--- config.mk ---
export PLATFORM = sky130hd
export DESIGN_NAME = sad_decoder
export DESIGN_NICKNAME = d
export VERILOG_FILES = /design/src/placeholder_end.sv /design/src/sad_pkg.sv /design/src/sad_decoder.sv
export VERILOG_INCLUDE_DIRS = /design/src
export SDC_FILE = /design/constraint.sdc
export NUM_CORES = 1
export LEC_CHECK = 0
export BUFFER_PORTS_ARGS = -buffer_cell sky130_fd_sc_hd__buf_2
export CAP_MARGIN = 10
export CORE_ASPECT_RATIO = 0.7
export CORE_MARGIN = 2
export CORE_UTILIZATION = 43
export CTS_CLUSTER_SIZE = 25
export DETAILED_ROUTE_END_ITERATION = 6
export PLACE_DENSITY_LB_ADDON = 0.2
export SYNTH_ARGS = -nofsm -noshare
export SYNTH_HDL_FRONTEND = slang
export SYNTH_SLANG_ARGS = --single-unit
--- constraint.sdc ---
create_clock -name mclk_in -period 1.82 [get_ports mclk_in]
set_clock_uncertainty 0.1 [all_clocks]
set_input_delay 0.364 -clock mclk_in [delete_from_list [all_inputs] [get_ports mclk_in]]
set_output_delay 0.364 -clock mclk_in [all_outputs]
set_load 0.02 [all_outputs]
--- src/sad_cfg.svh ---
// Address map, identifier and timing constants for the system address decoder
`ifndef SAD_CFG_SVH
`define SAD_CFG_SVH
// Area field: four top address bits split 4 GB into 16 x 256 MB
`define SAD_AREA_MSB 31
`define SAD_AREA_LSB 28
`define SAD_AREA_INT 4'h0
`define SAD_AREA_CS_FIRST 4'h1
`define SAD_AREA_CS_LAST 4'h8
`define SAD_AREA_PERIPH 4'hf
// Second level inside area 0: 1 MB slots
`define SAD_SLOT_MSB 27
`define SAD_SLOT_LSB 20
`define SAD_SLOT_BOOT 8'h00
`define SAD_SLOT_ROM 8'h01
`define SAD_SLOT_SRAM 8'h02
`define SAD_SLOT_USB_HOST 8'h03
// Offset passed to the target: everything below the area field
`define SAD_OFFSET_MSB 27
// Positions of the pins inside the synchroniser words
`define SAD_PIN_FAST 0
`define SAD_PIN_EXT_LSB 1
`define SAD_PIN_EXT_MSB 7
`define SAD_PIN_BOOT 8
// Interrupt / clock-gate identifiers
`define SAD_ID_FAST 0
`define SAD_ID_SYS 1
`define SAD_ID_PER_LO 2
`define SAD_ID_PER_HI 24
`define SAD_ID_EXT_LO 25
`define SAD_ID_EXT_HI 31
// Identifiers that own a peripheral clock gate (2..24)
`define SAD_GATE_MASK 32'h01ff_fffc
// Cycles after reset release during which the boot strap is tracked
`define SAD_STRAP_CYCLES 2'h3
`endif

--- src/placeholder_end.sv ---
// Intentionally empty: no further design content
`timescale 1ns/10ps

--- src/sad_pkg.sv ---
// Types shared by the system address decoder
package sad_pkg;
    // System peripheral interrupt lines merged into one source
    typedef struct packed {
        logic mc;
        logic dbgu;
        logic st;
        logic rtc;
        logic pmu;
    } sad_sys_irq_t;
    // Decoded target of one access
    typedef struct packed {
        logic valid;
        logic abort;
        logic periph;
        logic usb_host;
        logic rom;
        logic sram;
        logic [7:0] ext_cs;
        logic [27:0] offset;
    } sad_route_t;
    // Whole state of the decoder
    typedef struct packed {
        logic [8:0] pin_s1;
        logic [8:0] pin_s2;
        logic [1:0] strap_cnt;
        logic boot_rom;
        logic remap;
        sad_route_t route;
        logic [31:0] irq_vec;
        logic [31:0] clk_en;
    } sad_state_t;
endpackage
--- src/sad_decoder.sv ---
// System address decoder with boot remap and interrupt identifier numbering
// Functional notes
// - Top four address bits pick 256MB area
// - Areas 1-8 drive chip selects 0-7
// - Area 0 goes to internal 1MB slots
// - Area 15 goes to peripheral bridge
// - Areas 9-14 answer with abort
// - SRAM always at 0x200000
// - After remap SRAM also at 0x0
// - ROM always at 0x100000
// - Before remap ROM at 0x0 if strap high
// - USB host registers at 0x300000
// - System interrupt ORs five system sources
// - Identifier 1 carries system interrupt, ungated
// - Fixed identifier numbering 0 to 31
// - Identifier indexes interrupt and clock gate
// - Fast and external lines have no gate
`timescale 1ns/10ps
`include "sad_cfg.svh"
module sad_decoder (
    input wire logic mclk_in,
    input wire logic rst_n_in,
    input wire logic req_valid_in,
    input wire logic [31:0] req_addr_in,
    input wire logic remap_cmd_in,
    input wire logic boot_memory_select_in,
    input wire logic fast_interrupt_line_in,
    input wire logic [6:0] external_interrupt_line_in,
    input wire sad_pkg::sad_sys_irq_t sys_irq_in,
    input wire logic [31:0] periph_irq_in,
    input wire logic [31:0] clk_en_req_in,
    output sad_pkg::sad_route_t route_out,
    output logic remap_active_out,
    output logic boot_rom_alias_out,
    output logic [31:0] irq_vec_out,
    output logic [31:0] clk_en_out
);
    import sad_pkg::*;

    sad_state_t st_r;
    sad_state_t st_nxt;

    // ************************************************************
    // Address decode
    // ************************************************************

    // Two-level decode of one address
    function automatic sad_route_t decode(input logic [31:0] addr,
                                          input logic remap,
                                          input logic boot_rom);
        sad_route_t r;
        logic [3:0] area;
        logic [7:0] slot;
        r = '0;
        area = addr[`SAD_AREA_MSB:`SAD_AREA_LSB];
        slot = addr[`SAD_SLOT_MSB:`SAD_SLOT_LSB];
        r.valid = 1'b1;
        r.offset = addr[`SAD_OFFSET_MSB:0];
        if (area == `SAD_AREA_INT) begin
            unique case (slot)
                `SAD_SLOT_BOOT: begin
                    if (remap) begin
                        r.sram = 1'b1;
                    end else if (boot_rom) begin
                        r.rom = 1'b1;
                    end else begin
                        r.abort = 1'b1;
                    end
                end
                `SAD_SLOT_ROM: r.rom = 1'b1;
                `SAD_SLOT_SRAM: r.sram = 1'b1;
                `SAD_SLOT_USB_HOST: r.usb_host = 1'b1;
                default: r.abort = 1'b1;
            endcase
        end else if (area <= `SAD_AREA_CS_LAST) begin
            // One chip select per area, in area order
            r.ext_cs = 8'h01 << (area - `SAD_AREA_CS_FIRST);
        end else if (area == `SAD_AREA_PERIPH) begin
            r.periph = 1'b1;
        end else begin
            r.abort = 1'b1;
        end
        return r;
    endfunction

    // ************************************************************
    // Next state
    // ************************************************************

    // Synchronisers, strap capture, remap flag, routing, interrupts
    always_comb begin
        st_nxt = st_r;
        st_nxt.pin_s1 = {boot_memory_select_in, external_interrupt_line_in,
                         fast_interrupt_line_in};
        st_nxt.pin_s2 = st_r.pin_s1;
        // Strap followed only in the first cycles after reset release
        if (st_r.strap_cnt != `SAD_STRAP_CYCLES) begin
            st_nxt.strap_cnt = st_r.strap_cnt + 2'h1;
            st_nxt.boot_rom = st_r.pin_s2[`SAD_PIN_BOOT];
        end
        if (remap_cmd_in) begin
            st_nxt.remap = 1'b1;
        end
        // ROM alias at address 0 ends for good once remap is set
        if (st_nxt.remap) begin
            st_nxt.boot_rom = 1'b0;
        end
        if (req_valid_in) begin
            st_nxt.route = decode(req_addr_in, st_r.remap, st_r.boot_rom);
        end else begin
            st_nxt.route = '0;
        end
        // Identifier map shared by interrupt and clock gate vectors
        st_nxt.irq_vec = periph_irq_in;
        st_nxt.irq_vec[`SAD_ID_FAST] = st_r.pin_s2[`SAD_PIN_FAST];
        st_nxt.irq_vec[`SAD_ID_SYS] = |sys_irq_in;
        st_nxt.irq_vec[`SAD_ID_EXT_HI:`SAD_ID_EXT_LO] =
            st_r.pin_s2[`SAD_PIN_EXT_MSB:`SAD_PIN_EXT_LSB];
        st_nxt.clk_en = clk_en_req_in & `SAD_GATE_MASK;
    end

    // State register
    always_ff @(posedge mclk_in or negedge rst_n_in) begin
        if (!rst_n_in) begin
            st_r <= '0;
        end else begin
            st_r <= st_nxt;
        end
    end

    // Outputs straight from flops
    assign route_out = st_r.route;
    assign remap_active_out = st_r.remap;
    assign boot_rom_alias_out = st_r.boot_rom;
    assign irq_vec_out = st_r.irq_vec;
    assign clk_en_out = st_r.clk_en;

    // ************************************************************
    // Assertions
    // ************************************************************

    property p_cs_area;
        @(posedge mclk_in) disable iff (!rst_n_in)
        req_valid_in && req_addr_in[31:28] >= 4'h1
            && req_addr_in[31:28] <= 4'h8
        |=> route_out.ext_cs == 8'(8'h01 << ($past(req_addr_in[31:28]) - 4'h1))
            && !route_out.abort && route_out.valid;
    endproperty
    a_cs_area: assert property (p_cs_area)
        else $error("chip select does not match area");

    property p_abort_area;
        @(posedge mclk_in) disable iff (!rst_n_in)
        req_valid_in && req_addr_in[31:28] >= 4'h9
            && req_addr_in[31:28] <= 4'he
        |=> route_out.abort && route_out.ext_cs == 8'h00 && !route_out.periph;
    endproperty
    a_abort_area: assert property (p_abort_area)
        else $error("unused area not aborted");

    property p_periph;
        @(posedge mclk_in) disable iff (!rst_n_in)
        req_valid_in && req_addr_in[31:28] == 4'hf
        |=> route_out.periph && !route_out.abort;
    endproperty
    a_periph: assert property (p_periph)
        else $error("area 15 not routed to peripherals");

    property p_one_target;
        @(posedge mclk_in) disable iff (!rst_n_in)
        route_out.valid |-> $onehot({route_out.abort, route_out.periph,
            route_out.usb_host, route_out.rom, route_out.sram,
            route_out.ext_cs});
    endproperty
    a_one_target: assert property (p_one_target)
        else $error("access routed to zero or several targets");

    property p_fixed_mem;
        @(posedge mclk_in) disable iff (!rst_n_in)
        req_valid_in && req_addr_in[31:22] == 10'h000
            && req_addr_in[21:20] != 2'h0
        |=> (route_out.rom == ($past(req_addr_in[21:20]) == 2'h1))
            && (route_out.sram == ($past(req_addr_in[21:20]) == 2'h2))
            && (route_out.usb_host == ($past(req_addr_in[21:20]) == 2'h3));
    endproperty
    a_fixed_mem: assert property (p_fixed_mem)
        else $error("fixed internal slot misrouted");

    property p_boot_slot;
        @(posedge mclk_in) disable iff (!rst_n_in)
        req_valid_in && req_addr_in[31:20] == 12'h000
        |=> route_out.sram == $past(remap_active_out)
            && route_out.rom == $past(boot_rom_alias_out);
    endproperty
    a_boot_slot: assert property (p_boot_slot)
        else $error("address 0 alias wrong for remap state");

    property p_remap_sticky;
        @(posedge mclk_in) disable iff (!rst_n_in)
        remap_cmd_in or remap_active_out |=> remap_active_out;
    endproperty
    a_remap_sticky: assert property (p_remap_sticky)
        else $error("remap flag lost or not set");

    property p_sys_irq;
        @(posedge mclk_in) disable iff (!rst_n_in)
        1'b1 |=> irq_vec_out[1] == |$past(sys_irq_in);
    endproperty
    a_sys_irq: assert property (p_sys_irq)
        else $error("system interrupt not the OR of its sources");

    property p_fast_path;
        @(posedge mclk_in) disable iff (!rst_n_in)
        fast_interrupt_line_in [*3] |=> irq_vec_out[0];
    endproperty
    a_fast_path: assert property (p_fast_path)
        else $error("fast line not on identifier 0 after sync");

    property p_gate;
        @(posedge mclk_in) disable iff (!rst_n_in)
        1'b1 |=> clk_en_out[1:0] == 2'h0 && clk_en_out[31:25] == 7'h00
            && clk_en_out[24:2] == $past(clk_en_req_in[24:2]);
    endproperty
    a_gate: assert property (p_gate)
        else $error("clock gate map wrong");

    property p_periph_irq;
        @(posedge mclk_in) disable iff (!rst_n_in)
        1'b1 |=> irq_vec_out[24:2] == $past(periph_irq_in[24:2]);
    endproperty
    a_periph_irq: assert property (p_periph_irq)
        else $error("peripheral interrupt not on its identifier");

    c_remap: cover property (@(posedge mclk_in) disable iff (!rst_n_in)
        remap_cmd_in ##1 remap_active_out);
    c_boot_rom: cover property (@(posedge mclk_in) disable iff (!rst_n_in)
        route_out.rom && boot_rom_alias_out);
    c_abort: cover property (@(posedge mclk_in) disable iff (!rst_n_in)
        route_out.abort);
    c_cs7: cover property (@(posedge mclk_in) disable iff (!rst_n_in)
        route_out.ext_cs[7]);
endmodule

==> results of run 1 <==
## where the power goes
part           internal [uW]  switching (uW)
registers               2770            28.4
clock network           2100            1180
logic                    258             321
total                   5120            1530
## how the worst max path moves through the flow
stage | slack, ps | endpoint | cells after the start
CTS | 230 | route_out[40] | 3
floorplan | 230 | route_out[40] | 3
detailed placement | 100 | route_out[40] | 4
global placement | 110 | route_out[40] | 4
global route | 140 | route_out[40] | 3
finish | 240 | route_out[40] | 3
## registers in the layout (all words and copies together), names as in the netlist
signal / count
route_out: 42
irq_vec_out: 32
clk_en_out: 23
st_nxt: 17
st_r: 3
boot_rom_alias_out: 1
remap_active_out: 1
## layout by cell type (no fill, tap or decap), types with 4 or more instances in the layout
cell type and n:
nand2_1 4, dlygate4sd3_1 56, dfrtp_1 119, clkinv_4 4, clkbuf_16 17, conb_1 9
buf_4 4, buf_2 193, nor3_1 6, and2_1 27, nor2_1 12
## worst reg2reg max path, stage by stage (launching register included)
cell and delay, ps:
dfrtp_1 410, or4_1 470, and4_1 220, a2111oi_2 270
## per-stage QoR
step | worst slack, ps | cell area (um^2)
4_1_cts | 229 | 5810
2_1_floorplan | 231 | 4240
3_3_place_gp | 114 | 4650
5_1_grt | 144 | 5810
3_5_place_dp | 101 | 4650
6_report | 242 | 5810
## final cells by class
| class | instances | area [um^2] | share of cell area, % |
|---|---|---|---|
| Sequential cell | 119 | 2980 | 51.3 |
| Timing Repair Buffer | 256 | 1620 | 27.8 |
| Clock buffer | 19 | 453 | 7.80 |
| Multi-Input combinational cell | 78 | 450 | 7.76 |
| Tap cell | 128 | 160 | 2.76 |
| Clock inverter | 13 | 146 | 2.52 |
| Inverter | 1 | 3.75 | 0.0646 |
## metal layers
layer	track usage (%)	routed length (um)	vias up
li1	-	-	1169
met1	18.5	3270	1203
met2	25.1	3890	119
met3	7.11	815	11
met4	6.58	90	0
met5	0	0	-
## cell families (layout without fill, tap and decap cells)
family | count (synthesis) | count (layout) | share of synthesized area [%]
other | 1 | 9 | 0.0891
and+or+nand+nor | 61 | 61 | 8.12
muxes | 2 | 2 | 0.505
xor gates and xnor gates | 1 | 1 | 0.208
DFF | 119 | 119 | 70.7
buffers and inverters | 110 | 289 | 19.3
adders and majority gates | 1 | 1 | 0.297
AOI/OAI and AO/OA | 4 | 4 | 0.773
==> impl_metrics.json, run 1 <==
{
  "outcome": "complete, no violations",
  "n_antenna_cell": 0,
  "cts_buffers": 17,
  "fin_crit_sh_pct": 86.7,
  "first_pass_iters": 4,
  "hold_ws_ps": 45.5,
  "whs_path_depth": 3,
  "core-area_um2": 9610,
  "syn_area_per_cell_um2": 14.1,
  "maxCapViolCount": 0,
  "synthArstFlopShare_pct": 100,
  "grt_pass1_wl_um": 12400,
  "synth-seq-area-share_pct": 70.7,
  "cts.sinks": 119,
  "ctsResizeCount": 0,
  "ir_drop_mv": 0.891,
  "fin_cells": 614,
  "crit_path_start": "boot_rom_alias_out",
  "nNetsFinal": 588,
  "hold-path-endpoint": "irq_vec_out[1]",
  "netlist_top_cells_area": "dfrtp_1 (71%), buf_4 (19%), and2_1 (4.0%)",
  "drive_above_1_share_pct": 48.8,
  "fp.dieW_um": 122,
  "drt_iter0_markers": 77,
  "cts_tree": "built",
  "worstHoldStart": "sys_irq_in[4]",
  "vias_per_cell": 4.07,
  "final-hold-violation-count": 0,
  "fill_cells": 765,
  "end_kind": "register",
  "post-dp-hpwl_um": 5250,
  "finalSetupViolCount": 0,
  "finalMaxSlewViolations": 0,
  "grt_pass1_vias": 2535,
  "rows": 30,
  "rsz0062_at_grt": "no",
  "insertion_delay_ps": 400,
  "synth_edf_count": 0,
  "io_pins": 222,
  "synth_largest_area_cell": "dfrtp_1",
  "path_cells": "or4_1 -> and4_1 -> a2111oi_2",
  "yosys_warnings": 0,
  "worstPathMaxFanout": 4,
  "postCtsSetupRepairBufs": 0,
  "cts_hold_buffers": 56,
  "die_area_um2": 10600,
  "required_ps": 2010,
  "layout_min_cycle_time_ps": 1580,
  "root_buffer": "clkbuf_16",
  "die_h_um": 86.8,
  "antenna_found_initial": 0,
  "critical_path.top_delay_family": "simple AND/OR/NAND/NOR gates",
  "holdCritPathClass": "in2reg",
  "wl_per_cell_um": 13.1,
  "place.port_buffers": 194,
  "cpPeakStageDelay_ps": 470,
  "gp_congestion": 0.671,
  "dp_cells": 526,
  "tns_ps": 0,
  "area_delta_synth_final_pct": 38.0,
  "synthTopCellsByCount": "dfrtp_1 (119), buf_4 (106), and2_1 (27)",
  "post-route-util_pct": 60.4,
  "rr_startpoint": "boot_rom_alias_out",
  "p_per_area_nw_per_um2": 1150,
  "reg2reg_depth": 3,
  "power.leakage_uw": 0.00301,
  "ctsLongestPathBuffers": 2,
  "cp.buffers_inverters": 0,
  "path_clk_slew_ps": 50,
  "ys_seq_elements": 119,
  "grt-ovfl-total": 0,
  "power_uw": 6660,
  "clock.fmax_mhz": 634,
  "crit_type": "reg2reg",
  "vias": 2502,
  "initial_utilization_pct": 43.8,
  "reg2reg_to": "route_out[40]",
  "ant_nets": 0,
  "cpMaxStageDelayCell": "or4_1",
  "syn_inst": 299,
  "track_usage_pct": 15.7,
  "drt-total-wl_um": 8070,
  "ff2ff_setup_slack_ps": 240,
  "synth_top_area_share_pct": 70.7,
  "synth.most_common_cell": "dfrtp_1",
  "drc_errors": 0,
  "syn-cell-area_um2": 4210,
  "cts_max_level": 4,
  "grt_start_max_net_pins": 33,
  "ys.flop_type": "dfrtp_1",
  "startpoint_type": "register",
  "ys_types": 28,
  "critPathArrivalTime_ps": 1770
}
Power figures use the tool's default switching activity.
==> inputs of run 2 (changes only) <==
--- a/config.mk
+++ b/config.mk
@@ -6,6 +6,7 @@
 export SDC_FILE = /design/constraint.sdc
 export NUM_CORES = 1
 export LEC_CHECK = 0
+export ABC_AREA = 1
 export BUFFER_PORTS_ARGS = -buffer_cell sky130_fd_sc_hd__buf_2
 export CAP_MARGIN = 10
 export CORE_ASPECT_RATIO = 0.7
==> constraint.sdc (replaced) <==
create_clock -name mclk_in -period 1.82 [get_ports mclk_in]
set_clock_uncertainty 0.1 [all_clocks]
set_input_delay 0.091 -clock mclk_in [delete_from_list [all_inputs] [get_ports mclk_in]]
set_output_delay 0.091 -clock mclk_in [all_outputs]
set_load 0.02 [all_outputs]
==> impl_metrics.json, run 2 <==
{
  "crit_type": "in2reg",
  "insertion_delay_ps": 400,
  "gp_congestion": 0.767,
  "io_pins": 222,
  "ir_drop_mv": 0.577,
  "synth_mux_area_share_pct": 0.260,
  "grt_pass1_vias": 2903,
  "cts.sinks": 119,
  "place.port_buffers": 194,
  "vias": 2846,
  "maxCapViolCount": 0,
  "tns_ps": 0,
  "die_h_um": 88.0,
  "fp.dieW_um": 124,
  "outcome": "complete, no violations",
  "final-hold-violation-count": 0,
  "core-area_um2": 9760,
  "largest_reg_flops": 42,
  "area_delta_synth_final_pct": 48.0,
  "n_antenna_cell": 0,
  "vias_per_cell": 4.05,
  "synth_xor_area_share_pct": 0.202,
  "startpoint_type": "input pin",
  "ctsResizeCount": 0,
  "rsz0062_at_grt": "no",
  "synth_top_family_by_area": "buffers and inverters",
  "fin_crit_sh_pct": 74.1,
  "p_per_area_nw_per_um2": 1120,
  "synth_top_area_share_pct": 68.8,
  "post-dp-hpwl_um": 5320,
  "synth.most_common_cell": "dfrtp_1",
  "nNetsFinal": 676,
  "drive_above_1_share_pct": 42.7,
  "synth_edf_count": 0,
  "required_ps": 2050,
  "layout_min_cycle_time_ps": 1350,
  "wl_per_cell_um": 12.8,
  "synthTopCellsByCount": "dfrtp_1 (119), buf_4 (107), nand2_1 (36)",
  "ys_seq_elements": 119,
  "initial_utilization_pct": 44.4,
  "drc_errors": 0,
  "clock.fmax_mhz": 741,
  "finalSetupViolCount": 0,
  "tightest_slew_ps": 628,
  "worstPathMaxFanout": 5,
  "yosys.area_share.simple_pct": 8.00,
  "max_slew_margin_pct": 58.2,
  "layout_commonest_cell": "buf_2",
  "syn-cell-area_um2": 4330,
  "drt_iter0_markers": 112,
  "ctsLongestPathBuffers": 2,
  "synthArstFlopShare_pct": 100,
  "grt_pass1_wl_um": 13600,
  "grt_start_max_net_pins": 120,
  "syn_inst": 344,
  "finalMaxSlewViolations": 0,
  "path_clk_slew_ps": 50,
  "drt-total-wl_um": 8990,
  "die_area_um2": 10900,
  "power.leakage_uw": 0.00344,
  "fin_cells": 702,
  "syn_area_per_cell_um2": 12.6,
  "cts_max_level": 4,
  "grt-ovfl-total": 0,
  "cts_buffers": 17,
  "ant_nets": 0,
  "cts_tree": "built",
  "track_usage_pct": 16.9,
  "final_cell_mix": "buf_2 (193), dfrtp_1 (119), dlygate4sd3_1 (103)",
  "yosys_warnings": 0,
  "end_kind": "register",
  "root_buffer": "clkbuf_16",
  "first_pass_iters": 4,
  "dp_cells": 567,
  "synth-compound-area-share_pct": 0.405,
  "post-route-util_pct": 65.7,
  "critPathArrivalTime_ps": 1580,
  "netlist_top_cells_area": "dfrtp_1 (69%), buf_4 (19%), nand2_1 (3.1%)",
  "ys_types": 22,
  "holdCritPathClass": "in2reg",
  "antenna_found_initial": 0,
  "fill_cells": 738,
  "synthAdderAreaFrac_pct": 0.289,
  "rows": 30,
  "ys.flop_type": "dfrtp_1",
  "synth-seq-area-share_pct": 68.8,
  "synth_largest_area_cell": "dfrtp_1"
}
==> run 2: cell types whose count changed in the layout (fill, tap and decap cells not counted), moves of 3 or more <==
cell           delta
dlygate4sd3_1    +47
nor2_1            +5
bufinv_16         +3
and2_1           -27
inv_1            +31
nor2_4            +3
nor3_2            +4
nor3_1            -5
nand3_1           +5
inv_2             +5
nand2_1          +32
==> run 2: report_power, final <==
group          total (uW)  switching, uW  internal [uW]
clock                3690           1170           2520
sequential           2800           29.1           2770
combinational         663            355            308
total                7150           1560           5590
==> run 2: worst max-delay path, cell delays in order <==
cell and delay (ps):
dlygate4sd3_1 520, buf_2 170, nand3_1 100, dlygate4sd3_1 600, nor2_1 100
==> run 2: per-layer routing <==
metal  GRT usage, %  wire length [um]  up-vias
met2           30.0              4690      119
met5              0                 0        -
met1           18.2              3400     1372
met3           5.92               759       12
met4           8.27               140        0
li1               -                 -     1343
==> run 2: per-stage QoR <==
stage | power, uW | hold slack (ps) | instance area (um^2) | worst slack [ps]
2_1_floorplan | 3210 | -305 | 4360 | 704
3_3_place_gp | 3320 | 98.7 | 4710 | 673
3_5_place_dp | 3330 | 100 | 4710 | 657
4_1_cts | 7240 | 8.35 | 6430 | 27.8
5_1_grt | 7440 | 51.6 | 6410 | 373
6_report | 7150 | 27.2 | 6410 | 471
==> run 2: worst paths after layout <==
path	depth (start not counted)	endpoint	startpoint	slack, ps
min	3	route_out[28]	req_valid_in	30
max reg2reg	2	st_r[109]	st_r[108]	640
max	5	route_out[34]	req_addr_in[28]	470
max in group asynchronous	3	irq_vec_out[18]	rst_n_in	930
min reg2reg	0	irq_vec_out[31]	st_nxt[63]	240
min in group asynchronous	3	route_out[7]	rst_n_in	210
==> run 2: cell families after synthesis <==
logic type	count (synthesis)
buffers and inverters	146
flip-flops	119
AND/OR/NAND/NOR	72
AO/OA/AOI/OAI	3
adder cells (fa/ha/maj)	1
other	1
XOR/XNOR	1
multiplexers	1
==> run 2: repair_timing <==
item / CTS / global route
hold endpoints to repair: 218 / 0
buffers inserted: 0 / 0
endpoints found under the setup margin: 0 / 2
hold buffers: 105 / 0
==> run 2: final cells by class <==
cell class / count / area, um^2 / share of cell area, %
tap: 128 / 160 / 2.50
sequential: 119 / 2980 / 46.5
clock inverter: 13 / 218 / 3.40
timing repair buffer: 299 / 2030 / 31.7
clock buffer: 19 / 453 / 7.07
inverter: 37 / 139 / 2.17
multi-input combinational: 87 / 430 / 6.71
